===== src/piop_defines.svh =====
// register offsets, field positions and reset values of the port data path
`ifndef PIOP_DEFINES_SVH
`define PIOP_DEFINES_SVH
`define PIOP_NUM_PORTS     7
`define PIOP_PORT_STRIDE   8'h08
`define PIOP_OFF_DATA_IN   8'h00
`define PIOP_OFF_DATA_OUT  8'h01
`define PIOP_OFF_DIR       8'h02
`define PIOP_OFF_DRIVE     8'h03
`define PIOP_OFF_CTRL      8'h04
`define PIOP_OFF_DEDICATED 8'h40
`define PIOP_OFF_MODE      8'h41
`define PIOP_OFF_PAT_LO    8'h42
`define PIOP_OFF_PAT_HI    8'h43
`define PIOP_OFF_PLD_SEL_A 8'h44
`define PIOP_OFF_PLD_SEL_B 8'h45
`define PIOP_DED_STROBE    0
`define PIOP_DED_CLOCK     1
`define PIOP_DED_CSEL      2
`define PIOP_DED_HIWR      3
`define PIOP_DED_BE_MODE   4
`define PIOP_MODE_DATA     0
`define PIOP_MODE_RESET    1
`define PIOP_MODE_BATT_IN  2
`define PIOP_MODE_BATT_OUT 3
`define PIOP_RESET_VAL     8'h00
`define PIOP_OD_CAPABLE    7'b1011011
`define PIOP_PORT_A        0
`define PIOP_PORT_B        1
`define PIOP_PORT_C        2
`define PIOP_PORT_D        3
`define PIOP_PORT_E        4
`define PIOP_PORT_F        5
`define PIOP_PORT_G        6
`endif


===== src/piop_pkg.sv =====
// shared types of the port data path
package piop_pkg;
  typedef logic [7:0] piop_byte_t;
  typedef enum logic [4:0]
  {
    PIOP_REG_DIN  = 5'b00001,
    PIOP_REG_DOUT = 5'b00010,
    PIOP_REG_DIR  = 5'b00100,
    PIOP_REG_DRV  = 5'b01000,
    PIOP_REG_CTL  = 5'b10000
  } piop_reg_t;
endpackage


===== src/piop_port_slice.sv =====
// one eight-pin port: data out latch, configuration bits, pin driver and input sync
`timescale 1ns/1ps
`include "piop_defines.svh"
module piop_port_slice #(
  parameter int         W     = 8,
  parameter logic       OD_OK = 1'b1
) (
  input  wire logic              ref_clk_in,
  input  wire logic              rst_in,
  input  wire piop_pkg::piop_byte_t wdata_in,
  input  wire logic              wr_dout_in,
  input  wire logic              wr_dir_in,
  input  wire logic              wr_drv_in,
  input  wire logic              wr_ctl_in,
  input  wire logic [W-1:0]      pin_in,
  input  wire logic [W-1:0]      pld_oe_in,
  input  wire logic [W-1:0]      alt_en_in,
  input  wire logic [W-1:0]      alt_data_in,
  input  wire logic [W-1:0]      alt_oe_in,
  output logic [W-1:0]           pin_out,
  output logic [W-1:0]           pin_oe_out,
  output logic [W-1:0]           level_out,
  output piop_pkg::piop_byte_t   dout_q_out,
  output piop_pkg::piop_byte_t   dir_q_out,
  output piop_pkg::piop_byte_t   drv_q_out,
  output piop_pkg::piop_byte_t   ctl_q_out
);
  logic [W-1:0] s1_q;
  logic [W-1:0] s2_q;
  logic [W-1:0] s3_q;
  logic [W-1:0] lvl_q;
  logic [W-1:0] val;
  logic [W-1:0] en;
  logic [W-1:0] od;

  always_ff @(posedge ref_clk_in)
  begin
    if (rst_in)
    begin
      dout_q_out <= `PIOP_RESET_VAL;
      dir_q_out  <= `PIOP_RESET_VAL;
      drv_q_out  <= `PIOP_RESET_VAL;
      ctl_q_out  <= `PIOP_RESET_VAL;
    end
    else
    begin
      if (wr_dout_in) dout_q_out <= wdata_in;
      if (wr_dir_in) dir_q_out <= wdata_in;
      if (wr_drv_in) drv_q_out <= wdata_in;
      if (wr_ctl_in) ctl_q_out <= wdata_in;
    end
  end

  // pin level counts only once stages two and three agree
  always_ff @(posedge ref_clk_in)
  begin
    if (rst_in)
    begin
      s1_q  <= '0;
      s2_q  <= '0;
      s3_q  <= '0;
      lvl_q <= '0;
    end
    else
    begin
      s1_q <= pin_in;
      s2_q <= s1_q;
      s3_q <= s2_q;
      for (int i = 0; i < W; i++)
        if (s2_q[i] == s3_q[i]) lvl_q[i] <= s3_q[i];
    end
  end

  // alternate function owns the pin; otherwise direction or pld term enables it
  assign val        = (alt_en_in & alt_data_in) | (~alt_en_in & dout_q_out[W-1:0]);
  assign en         = (alt_en_in & alt_oe_in)
                    | (~alt_en_in & (dir_q_out[W-1:0] | pld_oe_in));
  assign od         = OD_OK ? drv_q_out[W-1:0] : '0;
  assign pin_oe_out = en & (~od | ~val);
  assign pin_out    = val & ~od;
  assign level_out  = lvl_q;
endmodule


===== src/piop_top.sv =====
// port data path of seven ports with their alternate pin functions
// Function
// - reading data in returns the live pin level, not a stored value
// - data out latch drives pin when direction bit or pld enable term is 1
// - data out reads back the last written value; both registers on all seven ports
// - ports a, b: mcu io, pld outputs, pld inputs, strobe-latched high address in
// - port c pins select fast slew; ports a, b pins select open drain
// - port d has four pins, each mcu io or direct pld input
// - port d bit0 may be address strobe, bit1 the pld clock input
// - port d bit2 as low chip select; high disables memories and io space
// - port d bit3 is high byte write strobe or byte enable input
// - port e jtag pins are withheld from other functions, except open drain and the strobe-latched high address
// - port e bit6 battery supply input, bit7 battery-on flag output
// - port e outputs the latched low address byte; pins allow open drain
// - port f: mcu io, pld input, address in, latched address out, fast slew
// - port f carries data bits 7..0 on a non-multiplexed bus
// - port g carries data bits 15..8, else io, address out, open drain
// - ports f and g offer a reset pattern mode
// - direction 1 is output, 0 input; all pins input after reset
// - ports e, f, g control bit 0 is mcu io, 1 latched address out
// - reset pattern driven only while host reset and no bus cycle
// - data port mode disables general io on ports f and g
`timescale 1ns/1ps
`include "piop_defines.svh"
module piop_top (
  input  wire logic        ref_clk_in,
  input  wire logic        rst_in,
  input  wire logic        reg_cs_in,
  input  wire logic [7:0]  reg_addr_in,
  input  wire logic        reg_wr_in,
  input  wire logic        reg_rd_in,
  input  wire logic [7:0]  reg_wdata_in,
  output logic      [7:0]  reg_rdata_out,
  input  wire logic [7:0]  port_a_in,
  output logic      [7:0]  port_a_out,
  output logic      [7:0]  port_a_oe_out,
  input  wire logic [7:0]  port_b_in,
  output logic      [7:0]  port_b_out,
  output logic      [7:0]  port_b_oe_out,
  input  wire logic [7:0]  port_c_in,
  output logic      [7:0]  port_c_out,
  output logic      [7:0]  port_c_oe_out,
  output logic      [7:0]  port_c_fast_slew_out,
  input  wire logic [3:0]  port_d_in,
  output logic      [3:0]  port_d_out,
  output logic      [3:0]  port_d_oe_out,
  input  wire logic [7:0]  port_e_in,
  output logic      [7:0]  port_e_out,
  output logic      [7:0]  port_e_oe_out,
  input  wire logic [7:0]  port_f_in,
  output logic      [7:0]  port_f_out,
  output logic      [7:0]  port_f_oe_out,
  output logic      [7:0]  port_f_fast_slew_out,
  input  wire logic [7:0]  port_g_in,
  output logic      [7:0]  port_g_out,
  output logic      [7:0]  port_g_oe_out,
  input  wire logic [55:0] pld_oe_in,
  input  wire logic [15:0] pld_data_in,
  output logic      [55:0] pld_input_out,
  output logic      [55:0] latched_hi_addr_out,
  input  wire logic [15:0] host_addr_in,
  input  wire logic [15:0] data_port_rdata_in,
  input  wire logic        data_port_oe_in,
  output logic      [15:0] data_port_level_out,
  input  wire logic        host_reset_in,
  input  wire logic        bus_cycle_in,
  input  wire logic [7:0]  jtag_mask_in,
  input  wire logic [7:0]  jtag_out_in,
  input  wire logic [7:0]  jtag_oe_in,
  input  wire logic        battery_on_in,
  output logic             battery_supply_sel_out,
  output logic             addr_strobe_out,
  output logic             pld_clock_input_out,
  output logic             mem_disable_out,
  output logic             high_byte_write_n_out,
  output logic             byte_enable_input_out
);
  localparam int NP = `PIOP_NUM_PORTS;
  localparam logic [NP-1:0] OD_CAP = `PIOP_OD_CAPABLE;

  logic [7:0] pin_in   [NP];
  logic [7:0] pin_out  [NP];
  logic [7:0] pin_oe   [NP];
  logic [7:0] level    [NP];
  logic [7:0] alt_en   [NP];
  logic [7:0] alt_data [NP];
  logic [7:0] alt_oe   [NP];
  logic [7:0] dout_q   [NP];
  logic [7:0] dir_q    [NP];
  logic [7:0] drv_q    [NP];
  logic [7:0] ctl_q    [NP];
  logic [7:0] ded_q;
  logic [7:0] mode_q;
  logic [15:0] pat_q;
  logic [7:0] pld_sel_a_q;
  logic [7:0] pld_sel_b_q;
  logic [15:0] addr_q;
  logic [2:0] hrst_sync_q;
  logic       hrst_q;
  logic       reg_ok;
  logic       strobe;
  logic       pat_drive;
  logic [7:0] e_en;
  logic [7:0] e_data;
  logic [7:0] e_oe;
  logic [7:0] rdata_d;

  // one register select decode, shared by the write and read paths
  function automatic logic hit(input logic [7:0] a, input int p, input logic [7:0] off);
    logic [7:0] base;
    base = 8'(p) * `PIOP_PORT_STRIDE;
    return a == (base + off);
  endfunction

  assign pin_in[`PIOP_PORT_A] = port_a_in;
  assign pin_in[`PIOP_PORT_B] = port_b_in;
  assign pin_in[`PIOP_PORT_C] = port_c_in;
  assign pin_in[`PIOP_PORT_D] = {4'h0, port_d_in};
  assign pin_in[`PIOP_PORT_E] = port_e_in;
  assign pin_in[`PIOP_PORT_F] = port_f_in;
  assign pin_in[`PIOP_PORT_G] = port_g_in;

  // chip select high closes the io register space as well as the memories
  assign mem_disable_out = ded_q[`PIOP_DED_CSEL] & level[`PIOP_PORT_D][2];
  assign reg_ok = reg_cs_in & ~mem_disable_out;

  genvar gp;
  generate
    for (gp = 0; gp < NP; gp++)
    begin : g_port
      logic [7:0] pld_oe;
      logic [7:0] hi_addr_q;
      assign pld_oe = (gp == `PIOP_PORT_D) ? {4'h0, pld_oe_in[gp*8 +: 4]} : pld_oe_in[gp*8 +: 8];
      piop_port_slice #(
        .W     (8),
        .OD_OK (OD_CAP[gp])
      ) u_slice (
        .ref_clk_in  (ref_clk_in),
        .rst_in      (rst_in),
        .wdata_in    (reg_wdata_in),
        .wr_dout_in  (reg_ok && reg_wr_in && hit(reg_addr_in, gp, `PIOP_OFF_DATA_OUT)),
        .wr_dir_in   (reg_ok && reg_wr_in && hit(reg_addr_in, gp, `PIOP_OFF_DIR)),
        .wr_drv_in   (reg_ok && reg_wr_in && hit(reg_addr_in, gp, `PIOP_OFF_DRIVE)),
        .wr_ctl_in   (reg_ok && reg_wr_in && gp >= `PIOP_PORT_E
                      && hit(reg_addr_in, gp, `PIOP_OFF_CTRL)),
        .pin_in      (pin_in[gp]),
        .pld_oe_in   (pld_oe),
        .alt_en_in   (alt_en[gp]),
        .alt_data_in (alt_data[gp]),
        .alt_oe_in   (alt_oe[gp]),
        .pin_out     (pin_out[gp]),
        .pin_oe_out  (pin_oe[gp]),
        .level_out   (level[gp]),
        .dout_q_out  (dout_q[gp]),
        .dir_q_out   (dir_q[gp]),
        .drv_q_out   (drv_q[gp]),
        .ctl_q_out   (ctl_q[gp])
      );
      // withheld jtag pins give the pld nothing
      assign pld_input_out[gp*8 +: 8] = (gp == `PIOP_PORT_E) ? level[gp] & ~jtag_mask_in
                                                             : level[gp];
      assign latched_hi_addr_out[gp*8 +: 8] = hi_addr_q;
      always_ff @(posedge ref_clk_in)
      begin
        if (rst_in)
          hi_addr_q <= 8'h00;
        else if (strobe)
          hi_addr_q <= level[gp];
      end
    end
  endgenerate

  assign port_a_out    = pin_out[`PIOP_PORT_A];
  assign port_a_oe_out = pin_oe[`PIOP_PORT_A];
  assign port_b_out    = pin_out[`PIOP_PORT_B];
  assign port_b_oe_out = pin_oe[`PIOP_PORT_B];
  assign port_c_out    = pin_out[`PIOP_PORT_C];
  assign port_c_oe_out = pin_oe[`PIOP_PORT_C];
  assign port_d_out    = pin_out[`PIOP_PORT_D][3:0];
  assign port_d_oe_out = pin_oe[`PIOP_PORT_D][3:0];
  assign port_e_out    = pin_out[`PIOP_PORT_E];
  assign port_e_oe_out = pin_oe[`PIOP_PORT_E];
  assign port_f_out    = pin_out[`PIOP_PORT_F];
  assign port_f_oe_out = pin_oe[`PIOP_PORT_F];
  assign port_g_out    = pin_out[`PIOP_PORT_G];
  assign port_g_oe_out = pin_oe[`PIOP_PORT_G];
  assign port_c_fast_slew_out = drv_q[`PIOP_PORT_C];
  assign port_f_fast_slew_out = drv_q[`PIOP_PORT_F];

  // dedicated inputs of the four-pin port, then battery supply select and data port level
  assign strobe = ded_q[`PIOP_DED_STROBE] & level[`PIOP_PORT_D][0];
  assign addr_strobe_out     = strobe;
  assign pld_clock_input_out = ded_q[`PIOP_DED_CLOCK] & level[`PIOP_PORT_D][1];
  assign high_byte_write_n_out = ~(ded_q[`PIOP_DED_HIWR] & ~ded_q[`PIOP_DED_BE_MODE]
                                   & ~level[`PIOP_PORT_D][3]);
  assign byte_enable_input_out = ded_q[`PIOP_DED_HIWR] & ded_q[`PIOP_DED_BE_MODE]
                                 & level[`PIOP_PORT_D][3];
  assign battery_supply_sel_out = mode_q[`PIOP_MODE_BATT_IN] & ~jtag_mask_in[6];
  assign data_port_level_out = {level[`PIOP_PORT_G], level[`PIOP_PORT_F]};

  // host reset comes from a pin; same three-stage agreement as the ports
  always_ff @(posedge ref_clk_in)
  begin
    if (rst_in)
    begin
      hrst_sync_q <= 3'h0;
      hrst_q      <= 1'b0;
    end
    else
    begin
      hrst_sync_q <= {hrst_sync_q[1:0], host_reset_in};
      if (hrst_sync_q[1] == hrst_sync_q[2]) hrst_q <= hrst_sync_q[2];
    end
  end

  // bus_cycle_in is same-clock logic and is used as is
  assign pat_drive = mode_q[`PIOP_MODE_RESET] & hrst_q & ~bus_cycle_in;

  always_ff @(posedge ref_clk_in)
  begin
    if (rst_in)
      addr_q <= 16'h0000;
    else if (strobe)
      addr_q <= host_addr_in;
  end

  // port e: jtag first, then battery pins, then address out
  always_comb
  begin
    for (int i = 0; i < 8; i++)
    begin
      if (jtag_mask_in[i])
      begin
        e_en[i]   = 1'b1;
        e_data[i] = jtag_out_in[i];
        e_oe[i]   = jtag_oe_in[i];
      end
      else if (i == 6 && mode_q[`PIOP_MODE_BATT_IN])
      begin
        e_en[i]   = 1'b1;
        e_data[i] = 1'b0;
        e_oe[i]   = 1'b0;
      end
      else if (i == 7 && mode_q[`PIOP_MODE_BATT_OUT])
      begin
        e_en[i]   = 1'b1;
        e_data[i] = battery_on_in;
        e_oe[i]   = 1'b1;
      end
      else
      begin
        e_en[i]   = ctl_q[`PIOP_PORT_E][i];
        e_data[i] = addr_q[i];
        e_oe[i]   = 1'b1;
      end
    end
  end

  always_comb
  begin
    for (int p = 0; p < NP; p++)
    begin
      alt_en[p]   = 8'h00;
      alt_data[p] = 8'h00;
      alt_oe[p]   = 8'h00;
    end
    alt_en[`PIOP_PORT_A]   = pld_sel_a_q;
    alt_data[`PIOP_PORT_A] = pld_data_in[7:0];
    alt_oe[`PIOP_PORT_A]   = 8'hff;
    alt_en[`PIOP_PORT_B]   = pld_sel_b_q;
    alt_data[`PIOP_PORT_B] = pld_data_in[15:8];
    alt_oe[`PIOP_PORT_B]   = 8'hff;
    // dedicated inputs are never driven
    alt_en[`PIOP_PORT_D]   = {4'h0, ded_q[3:0]};
    alt_en[`PIOP_PORT_E]   = e_en;
    alt_data[`PIOP_PORT_E] = e_data;
    alt_oe[`PIOP_PORT_E]   = e_oe;
    if (mode_q[`PIOP_MODE_DATA])
    begin
      // data port takes the whole of f and g, gpio shut out
      alt_en[`PIOP_PORT_F]   = 8'hff;
      alt_en[`PIOP_PORT_G]   = 8'hff;
      alt_data[`PIOP_PORT_F] = pat_drive ? pat_q[7:0] : data_port_rdata_in[7:0];
      alt_data[`PIOP_PORT_G] = pat_drive ? pat_q[15:8] : data_port_rdata_in[15:8];
      alt_oe[`PIOP_PORT_F]   = {8{pat_drive | data_port_oe_in}};
      alt_oe[`PIOP_PORT_G]   = {8{pat_drive | data_port_oe_in}};
    end
    else
    begin
      alt_en[`PIOP_PORT_F]   = ctl_q[`PIOP_PORT_F];
      alt_data[`PIOP_PORT_F] = addr_q[7:0];
      alt_oe[`PIOP_PORT_F]   = 8'hff;
      alt_en[`PIOP_PORT_G]   = ctl_q[`PIOP_PORT_G];
      alt_data[`PIOP_PORT_G] = addr_q[15:8];
      alt_oe[`PIOP_PORT_G]   = 8'hff;
    end
  end

  // block-wide configuration registers
  always_ff @(posedge ref_clk_in)
  begin
    if (rst_in)
    begin
      ded_q       <= `PIOP_RESET_VAL;
      mode_q      <= `PIOP_RESET_VAL;
      pat_q       <= {`PIOP_RESET_VAL, `PIOP_RESET_VAL};
      pld_sel_a_q <= `PIOP_RESET_VAL;
      pld_sel_b_q <= `PIOP_RESET_VAL;
    end
    else if (reg_ok && reg_wr_in)
    begin
      if (reg_addr_in == `PIOP_OFF_DEDICATED) ded_q <= reg_wdata_in & 8'h1f;
      if (reg_addr_in == `PIOP_OFF_MODE) mode_q <= reg_wdata_in & 8'h0f;
      if (reg_addr_in == `PIOP_OFF_PAT_LO) pat_q[7:0] <= reg_wdata_in;
      if (reg_addr_in == `PIOP_OFF_PAT_HI) pat_q[15:8] <= reg_wdata_in;
      if (reg_addr_in == `PIOP_OFF_PLD_SEL_A) pld_sel_a_q <= reg_wdata_in;
      if (reg_addr_in == `PIOP_OFF_PLD_SEL_B) pld_sel_b_q <= reg_wdata_in;
    end
  end

  always_comb
  begin
    rdata_d = 8'h00;
    for (int p = 0; p < NP; p++)
    begin
      if (hit(reg_addr_in, p, `PIOP_OFF_DATA_IN))
        rdata_d = (p == `PIOP_PORT_E) ? level[p] & ~jtag_mask_in : level[p];
      if (hit(reg_addr_in, p, `PIOP_OFF_DATA_OUT)) rdata_d = dout_q[p];
      if (hit(reg_addr_in, p, `PIOP_OFF_DIR)) rdata_d = dir_q[p];
      if (hit(reg_addr_in, p, `PIOP_OFF_DRIVE)) rdata_d = drv_q[p];
      if (p >= `PIOP_PORT_E && hit(reg_addr_in, p, `PIOP_OFF_CTRL)) rdata_d = ctl_q[p];
    end
    if (reg_addr_in == `PIOP_OFF_DEDICATED) rdata_d = ded_q;
    if (reg_addr_in == `PIOP_OFF_MODE) rdata_d = mode_q;
    if (reg_addr_in == `PIOP_OFF_PAT_LO) rdata_d = pat_q[7:0];
    if (reg_addr_in == `PIOP_OFF_PAT_HI) rdata_d = pat_q[15:8];
    if (reg_addr_in == `PIOP_OFF_PLD_SEL_A) rdata_d = pld_sel_a_q;
    if (reg_addr_in == `PIOP_OFF_PLD_SEL_B) rdata_d = pld_sel_b_q;
  end

  always_ff @(posedge ref_clk_in)
  begin
    if (rst_in)
      reg_rdata_out <= 8'h00;
    else if (reg_ok && reg_rd_in)
      reg_rdata_out <= rdata_d;
  end
endmodule


===== config.mk =====
export PLATFORM = sky130hd
export DESIGN_NAME = piop_top
export DESIGN_NICKNAME = d
export VERILOG_FILES = /design/src/piop_pkg.sv /design/src/piop_port_slice.sv /design/src/piop_top.sv
export VERILOG_INCLUDE_DIRS = /design/src
export SDC_FILE = /design/constraint.sdc
export NUM_CORES = 1
export LEC_CHECK = 0
export BUFFER_PORTS_ARGS = -buffer_cell sky130_fd_sc_hd__buf_2
export CELL_PAD_IN_SITES_DETAIL_PLACEMENT = 0
export CELL_PAD_IN_SITES_GLOBAL_PLACEMENT = 1
export CORE_ASPECT_RATIO = 0.75
export CORE_MARGIN = 3
export CORE_UTILIZATION = 36
export CTS_CLUSTER_DIAMETER = 60
export DETAILED_ROUTE_END_ITERATION = 10
export PLACE_DENSITY = 0.84
export SLEW_MARGIN = 25
export SYNTH_ARGS = -nofsm -noshare
export SYNTH_HDL_FRONTEND = slang
export SYNTH_SLANG_ARGS = --single-unit

===== constraint.sdc =====
create_clock -name ref_clk_in -period 2.2 [get_ports ref_clk_in]
set_input_delay 0.33 -clock ref_clk_in [delete_from_list [all_inputs] [get_ports ref_clk_in]]
set_output_delay 0.33 -clock ref_clk_in [all_outputs]
set_load 0.05 [all_outputs]

Yosys cells after proc, flatten, opt, wreduce, memory -nomap -nowiden
Cells that the tools add are included.
{ "classes": {"n_shift": 0, "n_bitwise": 88, "n_reduce_logical": 33, "addsub": 0, "mul": 0, "eq_ne": 93, "n_lt_le_gt_ge": 0, "div": 0, "mux": 71} }
{ "ops": {"columns": ["op", "count"], "rows": [
  ["$mux W8", 39],
  ["$and A8 B8 Y8", 27],
  ["$or A8 B8 Y8", 20],
  ["$eq A8 B6 Y1 const B", 15],
  ["$not A8 Y8", 14],
  ["$eq A8 B5 Y1 const B", 8],
  ["$eq A1 B1 Y1", 57],
  ["$eq A8 B7 Y1 const B", 6],
  ["$mux W16", 3],
  ["$eq A8 B4 Y1 const B", 4],
  ["$mux W1", 29],
  ["$logic_and A1 B1 Y1", 26],
  ["$and A4 B4 Y4", 4],
  ["$eq A8 B2 Y1 const B", 2],
  ["$not A4 Y4", 3],
  ["$reduce_and A2 Y1", 6],
  ["$and A1 B1 Y1", 11],
  ["$eq A8 B1 Y1 const B", 1],
  ["$logic_not A8 Y1", 1],
  ["$or A4 B4 Y4", 2],
  ["$not A1 Y1", 6],
  ["$or A1 B1 Y1", 1]
]} }
{ "word_totals": {"register_bits": 541, "romBits": 0, "latch_bits": 0, "ram_bits": 0, "in_bits": 205, "wordCells": 404, "out_inout_bits": 262, "memories": 0} }

Logic depth before layout (Yosys ltp)
Gate-level depths: netlist (run 1).
{ "logic_depth": {"ltp_word": 38, "ltp_mapped": 12, "depth_no_buf": 8} }

Hierarchy
A second synthesis (run 1) with hierarchy kept.
{ "hier_totals": {"hier_cells": 2851, "area_unflattened_um2": 25305.5} }
{ "by_module_without_submodules": {"columns": ["module", "instances", "cells_each", "seq_area_each_um2", "area_each_um2"], "rows": [
  ["piop_port_slice at g_port[0].u_slice ...", 5, 234, 1281.2, 2344.7],
  ["piop_top", 1, 1243, 2502.4, 8904.8],
  ["piop_port_slice at g_port[2].u_slice ...", 2, 219, 1281.2, 2338.5]
]} }

Least setup slack after synthesis (run 1)
No wires, ideal clock.
{ "synth_path": {"path_kind": "input port to output port", "startpoint": "in bus_cycle_in", "endpoint": "out port_g_oe_out[1]", "path_buffers": 2, "required_ns": 1.870, "path_stages": 6, "path_slack_ns": -0.910, "arrival_ns": 2.780, "path_cell_list": "nand3b_1 > clkbuf_1 > buf_1 > mux2i_1 > a21oi_1 > a211oi_1"} }
{ "synth_via": {"elab_chain_cells": 9, "elab_cells_between_ends": 13, "cone_classes": "3 x mux; 10 x bitwise"} }
{ "synth_lines": {"columns": ["item", "line_no", "source"], "rows": [
  ["from (decl)", "piop_top.sv:66", "input wire logic bus_cycle_in,"],
  ["$not A1 Y1 (*)", "piop_top.sv:217", "assign pat_drive = mode_q[`PIOP_MODE_RESET] & hrst_q & ~bus_cycle_in;"],
  ["$and A1 B1 Y1 (*)", "piop_top.sv:217", null],
  ["$mux W8", "piop_top.sv:284", "alt_data[`PIOP_PORT_G] = pat_drive ? pat_q[15:8] : data_port_rdata_in[15:8];"],
  ["$mux W16", "piop_top.sv:278", "if (mode_q[`PIOP_MODE_DATA])"],
  ["$and A8 B8 Y8", "piop_port_slice.sv:75", "assign val = (alt_en_in & alt_data_in) | (~alt_en_in & dout_q_out[W-1:0]);"],
  ["$or A8 B8 Y8", "piop_port_slice.sv:75", null],
  ["$not A8 Y8", "piop_port_slice.sv:79", "assign pin_oe_out = en & (~od | ~val);"],
  ["$or A8 B8 Y8", "piop_port_slice.sv:79", null],
  ["$and A8 B8 Y8 (*)", "piop_port_slice.sv:79", null],
  ["to (decl)", "piop_top.sv:56", "output logic [7:0] port_g_oe_out,"]
]} }
Mark *: on every way between the ends. The rest lies on a longest branch, timed or not.

Worst setup path after layout (run 1)
{ "layout_path": {"startpoint": "reg hrst_q", "endpoint": "out port_g_oe_out[7]"} }
{ "layout_via": {"elab_chain_cells": 9, "elab_cells_between_ends": 13, "cone_classes": "3 x mux; 10 x bitwise"} }
{ "layout_lines": {"columns": ["item", "line_no", "source"], "rows": [
  ["from (decl)", "piop_top.sv:99", "logic hrst_q;"],
  ["from (signal assigned)", "piop_top.sv:212", "if (hrst_sync_q[1] == hrst_sync_q[2]) hrst_q <= hrst_sync_q[2];"],
  ["$and A1 B1 Y1 (*) (2 in a row)", "piop_top.sv:217", null],
  ["$mux W8", "piop_top.sv:284", null],
  ["$mux W16", "piop_top.sv:278", null],
  ["$and A8 B8 Y8", "piop_port_slice.sv:75", null],
  ["$or A8 B8 Y8", "piop_port_slice.sv:75", null],
  ["$not A8 Y8", "piop_port_slice.sv:79", null],
  ["$or A8 B8 Y8", "piop_port_slice.sv:79", null],
  ["$and A8 B8 Y8 (*)", "piop_port_slice.sv:79", null]
]} }
Marks and branches as above.

==> flow_metrics.env, run 1 <==
export IMPL_cts_tree="done"
export IMPL_synth_area_um2=22500
export IMPL_cap_violations=0
export IMPL_holdWs_ns=0.149
export IMPL_boundaryPins=467
export IMPL_syn_area_per_cell_um2=8.01
export IMPL_ys_flop_type="dfxtp_1"
export IMPL_status="finished with violations"
export IMPL_ir_drop_v=0.000544
export IMPL_rsz0062_at_grt="yes"
export IMPL_fin_crit_ns=2.44
export IMPL_nFillCells=5754
export IMPL_setup_violations=34
export IMPL_worstPathArrival_ns=2.11
export IMPL_vias_per_cell=5.49
export IMPL_cts_max_path_buffers=3
export IMPL_worst_path_dominant_cell_family="buffers and inverters"
export IMPL_synth_warnings=0
export IMPL_ys_types=76
export IMPL_clock_latency_ns=0.62
export IMPL_cts_max_level=2
export IMPL_portBuffers=454
export IMPL_grtUsageTotal_pct=29.2
export IMPL_antenna_found_initial=8
export IMPL_first_pass_iters=6
export IMPL_fp_coreArea_um2=61200
export IMPL_pre_cts_slack_ns=-0.796
export IMPL_area_delta_synth_final_pct=40.5
export IMPL_post_route_drc_count=0
export IMPL_hp_class="in2reg"
export IMPL_rows=78
export IMPL_start_kind="flop"
export IMPL_multiInputGateArea_um2=11700
export IMPL_start_util_pct=36.8
export IMPL_worstPathCellList="nand3b_1 -> buf_6 -> mux2i_2 -> a21oi_2 -> a211oi_2 -> buf_4 -> buf_12"
export IMPL_place_congestion=1.01
export IMPL_p_leak_nw=12.8
export IMPL_crit_path_max_incr_delay_ns=0.36
export IMPL_ff_latch_area_um2=10500
export IMPL_crit_type="reg2out"
export IMPL_fin_crit_sh_pct=111
export IMPL_place_hpwl_mm=76.3
export IMPL_grt_first_pass_wirelength_mm=145
export IMPL_ys_seq_elements=521
export IMPL_drtIter0Drc=2789
export IMPL_slew_limit_headroom_pct=57.2
export IMPL_grt_pass1_vias=22200
export IMPL_clk_pin_slew_ns=0.06
export IMPL_stdcell_area_um2=31600
export IMPL_end_kind="output port"
export IMPL_vias=24000
export IMPL_power_density_nw_per_um2=668
export IMPL_worst_pin_slew_ns=0.625
export IMPL_layout_nets=3741
export IMPL_placed_area_um2=28300
export IMPL_worst_slack_ns=-0.241
export IMPL_die_area_um2=65600
export IMPL_worst_ep_required_time_ns=1.87
export IMPL_ctsRootBufferMaster="clkbuf_16"
export IMPL_synth_top_cell_by_area="dfxtp_1"
export IMPL_fin_setup_tns_ns=-5.14
export IMPL_async_flop_share_pct=0
export IMPL_fmax_mhz=410
export IMPL_wl_per_cell_um=22.9
export IMPL_die_x_um=295
export IMPL_critPathBufInv=3
export IMPL_ys_seq_area_share_pct=46.3
export IMPL_fin_worst_skew_ns=0.0241
export IMPL_die_y_um=223
export IMPL_yosysTopAreaCellShare_pct=46.3
export IMPL_synth_area_leaders="dfxtp_1 46%, nand2_1 10%, a21oi_1 9.5%, nor2b_1 6.0%, mux2i_1 3.2%"
export IMPL_synthCells=2813
export IMPL_hold_viol=0
export IMPL_cp_slowest_cell="dfxtp_4"
export IMPL_routed_wl_mm=100
export IMPL_grt_overflow=0
export IMPL_cts_made_buffers=53
export IMPL_final_max_slew_viol_count=0
export IMPL_worstPathMaxFanout=5
export IMPL_power_mw=21.1
export IMPL_violations="setup timing"
export IMPL_synth_edf_count=0
export IMPL_grt_max_degree=82
export IMPL_drive_above_1_share_pct=30.7
export IMPL_route_antenna_remaining_nets=0
export IMPL_clock_sinks=521
==> logic make-up after synthesis <==
group                  synth area share, %
flip-flops                            46.3
buffers and inverters                 5.22
AO/OA/AOI/OAI                         19.2
multiplexers                          4.00
other                               0.0166
AND/OR/NAND/NOR                       25.3
==> synthesized netlist by cell type (10+ instances only) <==
| cell | n |
|---|---|
| o21ai_0 | 111 |
| a211oi_1 | 42 |
| o22ai_1 | 31 |
| nor2b_1 | 215 |
| nand2b_1 | 10 |
| mux2i_1 | 71 |
| o211ai_1 | 10 |
| or2_2 | 10 |
| buf_4 | 51 |
| a22oi_1 | 13 |
| clkbuf_1 | 139 |
| dfxtp_1 | 521 |
| buf_1 | 11 |
| nand2_1 | 599 |
| nor3_1 | 26 |
| buf_2 | 28 |
| a21oi_1 | 427 |
| nor4_1 | 21 |
| a221oi_1 | 18 |
| a31oi_1 | 21 |
| nor2_1 | 150 |
| nand3_1 | 126 |
==> layer usage <==
layer  GRT usage (%)  vias up  part of all wire (%)
li1                -    11100                     -
met1            43.1    11400                    45
met2            43.2     1312                    43
met3            6.07      159                    10
met4            7.38       10                   2.3
met5               0        -                 0.069
==> cell type report <==
type / instances / share of cell area [%]
multi-input combinational: 2056 / 36.9
inverter: 9 / 0.107
tap: 800 / 3.16
clock buffer: 73 / 4.88
clock inverter: 19 / 0.902
timing repair buffer: 895 / 20.9
sequential: 521 / 33.1
antenna: 5 / 0.0395
==> final timing paths <==
check / slack, ns / depth (start not counted) / endpoint / startpoint
max reg2reg: 0 / 9 / reg_rdata_out[0] / g_port[1].u_slice.dout_q_out[0]
max: -0.24 / 7 / port_g_oe_out[7] / hrst_q
min reg2reg: 0.43 / 1 / g_port[4].u_slice.s2_q[2] / g_port[4].u_slice.s1_q[2]
min: 0.15 / 2 / g_port[2].u_slice.s1_q[1] / rst_in
==> sequential cells by signal, summed over array words and instances, names as in the netlist, 24 cells and up <==
signal and cells:
g_port.u_slice.dir_q_out 56, g_port.u_slice.dout_q_out 56, g_port.u_slice.drv_q_out 56, g_port.hi_addr_q 52, g_port.u_slice.level_out 52, g_port.u_slice.s1_q 52
g_port.u_slice.s2_q 52, g_port.u_slice.s3_q 52, g_port.u_slice.ctl_q_out 24
==> metrics by stage <==
step,util [%],instances
floorplan,-,2820
global placement,46.2,4209
detailed placement,46.2,4209
CTS,51.1,4372
global route,51.7,4374
finish,51.7,4378
==> layout by cell type, fill, tap and decap left out, drive strengths merged, types with 5 or more instances in the layout <==
master / instances
clkbuf: 74
or2: 10
bufinv: 6
nor3: 30
conb: 8
nor4b: 6
o221ai: 10
o22ai: 31
nor2: 156
o31ai: 6
mux2: 9
a31oi: 21
nand3: 129
and3: 5
or3: 9
or4b: 6
a21oi: 427
a22oi: 13
a221oi: 19
buf: 825
mux2i: 71
a221o: 8
o211ai: 10
dfxtp: 521
clkinv: 10
diode: 5
nand2: 600
inv: 10
nor2b: 215
nor4: 21
dlygate4sd3: 69
a211oi: 43
nand2b: 10
o21ai: 117
==> repair_timing <==
| action | CTS | global route |
|---|---|---|
| endpoints found under the hold margin | 69 | 0 |
| hold buffers | 69 | 0 |
| setup endpoints to repair | 57 | 55 |
| cloned | 1 | 0 |
| pin swaps | 31 | 29 |
| buffers inserted | 4 | 4 |
| resized for setup | 144 | 91 |
==> power breakdown <==
group | internal [mW] | switching (mW) | total, mW | leakage (nW)
Sequential | 9.55 | 0.0616 | 9.61 | 4.24
Clock | 5.60 | 3.91 | 9.51 | 0.898
Combinational | 0.789 | 1.22 | 2.01 | 7.63
Power figures use the tool's default switching activity.
==> run 2: changes to the inputs <==
--- a/config.mk
+++ b/config.mk
@@ -6,14 +6,14 @@
 export SDC_FILE = /design/constraint.sdc
 export NUM_CORES = 1
 export LEC_CHECK = 0
-export BUFFER_PORTS_ARGS = -buffer_cell sky130_fd_sc_hd__buf_2
 export CELL_PAD_IN_SITES_DETAIL_PLACEMENT = 0
 export CELL_PAD_IN_SITES_GLOBAL_PLACEMENT = 1
 export CORE_ASPECT_RATIO = 0.75
 export CORE_MARGIN = 3
-export CORE_UTILIZATION = 36
+export CORE_UTILIZATION = 42
 export CTS_CLUSTER_DIAMETER = 60
 export DETAILED_ROUTE_END_ITERATION = 10
+export DONT_BUFFER_PORTS = 1
 export PLACE_DENSITY = 0.84
 export SLEW_MARGIN = 25
 export SYNTH_ARGS = -nofsm -noshare
==> run 2 against run 1 <==
Effect of this change: the run still ends with setup timing left; cell count down 5.3%; critical path type unchanged; first-iteration DRC count up 14%; die area down 14%; non-clock buffer count down 136; combinational power down 22%; global-route usage up 5.4 points; via count up 0.43%; count of clock-buffer cells in the layout down 9.
==> flow_metrics.env, run 2 (synthesis results as in run 1) <==
export IMPL_fin_setup_tns_ns=-5.95
export IMPL_hold_start="rst_in"
export IMPL_die_x_um=273
export IMPL_final_util_pct=61.1
export IMPL_timing_rr_start="g_port[0].u_slice.dout_q_out[0]"
export IMPL_dr_wl_met3_mm=11.2
export IMPL_fmax_mhz=400
export IMPL_first_pass_iters=6
export IMPL_worstRegToRegCells=9
export IMPL_portBuffers=0
export IMPL_grt_max_degree=525
export IMPL_fp_coreArea_um2=52300
export IMPL_power_mw=20.9
export IMPL_cts_max_path_buffers=3
export IMPL_p_int_mw=15.8
export IMPL_end_kind="output port"
export IMPL_clkPwrFrac_pct=46.4
export IMPL_hold_viol=0
export IMPL_cp_startpoint="hrst_q"
export IMPL_final_common_cell="nand2_1"
export IMPL_hp_class="in2reg"
export IMPL_p_leak_nw=12.7
export IMPL_layout_common_cells="596 x nand2_1, 499 x dfxtp_1, 416 x a21oi_1, 379 x buf_4, 326 x dlygate4sd3_1"
export IMPL_grt_first_pass_wirelength_mm=148
export IMPL_r2r_end="reg_rdata_out[0]"
export IMPL_wirelength_met1_mm=43.7
export IMPL_clock_latency_ns=0.62
export IMPL_vias_per_cell=5.82
export IMPL_route_antenna_remaining_nets=0
export IMPL_worst_pin_slew_ns=1.14
export IMPL_rows=72
export IMPL_comb_power_share_pct=7.5
export IMPL_grt_overflow=0
export IMPL_wl_per_cell_um=24.6
export IMPL_start_kind="flop"
export IMPL_drtIter0Drc=3177
export IMPL_status="finished with violations"
export IMPL_reg_top3="g_port.u_slice.dir_q_out x56, g_port.u_slice.dout_q_out x56, g_port.u_slice.drv_q_out x56"
export IMPL_switching_share_pct=24.2
export IMPL_sequentialPowerShare_pct=46.1
export IMPL_routed_wl_mm=102
export IMPL_setup_violations=34
export IMPL_area_delta_synth_final_pct=41.6
export IMPL_worstPathMaxFanout=10
export IMPL_dr_wl_met2_mm=44.6
export IMPL_worst_ep_required_time_ns=1.87
export IMPL_place_hpwl_mm=71.1
export IMPL_cap_violations=0
export IMPL_clk_pin_slew_ns=0.07
export IMPL_drive_above_1_share_pct=19.9
export IMPL_clock_sinks=521
export IMPL_ir_drop_v=0.000664
export IMPL_cts_made_buffers=52
export IMPL_rsz0062_at_grt="yes"
export IMPL_die_y_um=207
export IMPL_power_density_nw_per_um2=654
export IMPL_place_congestion=0.998
export IMPL_worst_slack_ns=-0.301
export IMPL_min_delay_path_depth=1
export IMPL_die_area_um2=56500
export IMPL_hold_buffers=334
export IMPL_nFillCells=4422
export IMPL_routed_top_layer="met5"
export IMPL_layout_nets=3604
export IMPL_crit_path_end="port_g_oe_out[2]"
export IMPL_fin_worst_skew_ns=0.0155
export IMPL_rrSetupSlack_ns=-0.03
export IMPL_antenna_found_initial=6
export IMPL_cts_tree="done"
export IMPL_final_max_slew_viol_count=0
export IMPL_vias=24100
export IMPL_switchingPower_mw=5.06
export IMPL_violations="setup timing"
export IMPL_crit_type="reg2out"
export IMPL_start_util_pct=43.1
export IMPL_ctsRootBufferMaster="clkbuf_16"
export IMPL_boundaryPins=467
export IMPL_worstPathArrival_ns=2.17
export IMPL_fin_crit_ns=2.50
export IMPL_post_route_drc_count=0
export IMPL_slew_limit_headroom_pct=24.1
export IMPL_cts_max_level=2
export IMPL_fin_crit_sh_pct=114
export IMPL_grtUsageTotal_pct=34.7
export IMPL_grt_pass1_vias=23000
run 2: layout make-up:
| cell class | count | area, µm² | area share (%) |
|---|---|---|---|
| clock buffers | 64 | 1410 | 4.41 |
| inverters | 9 | 35.0 | 0.110 |
| multi-input cells | 2056 | 11600 | 36.3 |
| repair buffers | 759 | 7080 | 22.2 |
| flip-flops and latches | 521 | 10500 | 32.8 |
| diodes | 2 | 5.00 | 0.0157 |
| well taps | 703 | 880 | 2.76 |
| clock inverters | 33 | 455 | 1.43 |
run 2: per-layer routing:
metal	up-vias	track usage, %
met2	1363	53.2
met1	11700	49.0
met5	-	0
met4	6	9.10
met3	183	8.34
li1	10900	-
run 2: worst min path at each step:
stage / end / slack [ns]
final: g_port[3].u_slice.drv_q_out[0] / 0.01
after global routing: g_port[3].u_slice.dout_q_out[1] / -0.11
after CTS: ded_q[0] / -0.16
after detailed placement: g_port[1].u_slice.s2_q[0] / 0.42
after global placement: g_port[2].u_slice.s2_q[2] / 0.42
after floorplan: g_port[0].u_slice.s2_q[0] / 0.41
run 2: through the flow:
step                      std cells  setup slack (ns)  hold WS, ns  instance area [µm²]
after CTS                      4142            -0.318       -0.161                31600
after global routing           4146            -0.347       -0.115                31900
after global placement         3705            -0.330        0.418                25900
after detailed placement       3705            -0.366        0.422                25900
final                          4147            -0.301       0.0111                31900
after floorplan                2820            -0.342        0.414                22700
run 2: repair_timing:
action,in CTS,in global routing
setup buffers,4,4
hold endpoints to repair,517,122
setup endpoints to repair,57,77
gates cloned,2,0
resized for setup,86,63
pin swaps,8,16
run 2: power groups by stage:
stage | Combinational (mW) | Sequential, mW | Clock, mW
global route | 1.64 | 9.63 | 10.1
detailed placement | 1.13 | 9.84 | 0
CTS | 1.52 | 9.62 | 9.70
finish | 1.57 | 9.62 | 9.68
floorplan | 0.946 | 9.84 | 0
global placement | 1.13 | 9.84 | 0
run 2: worst max-delay path, stage by stage, from the launching register on:
cell and delay (ns):
dfxtp_4 0.37, nand3b_1 0.13, buf_12 0.16, mux2i_1 0.23, a21oi_2 0.11, buf_4 0.15
a211oi_4 0.23, buf_12 0.17
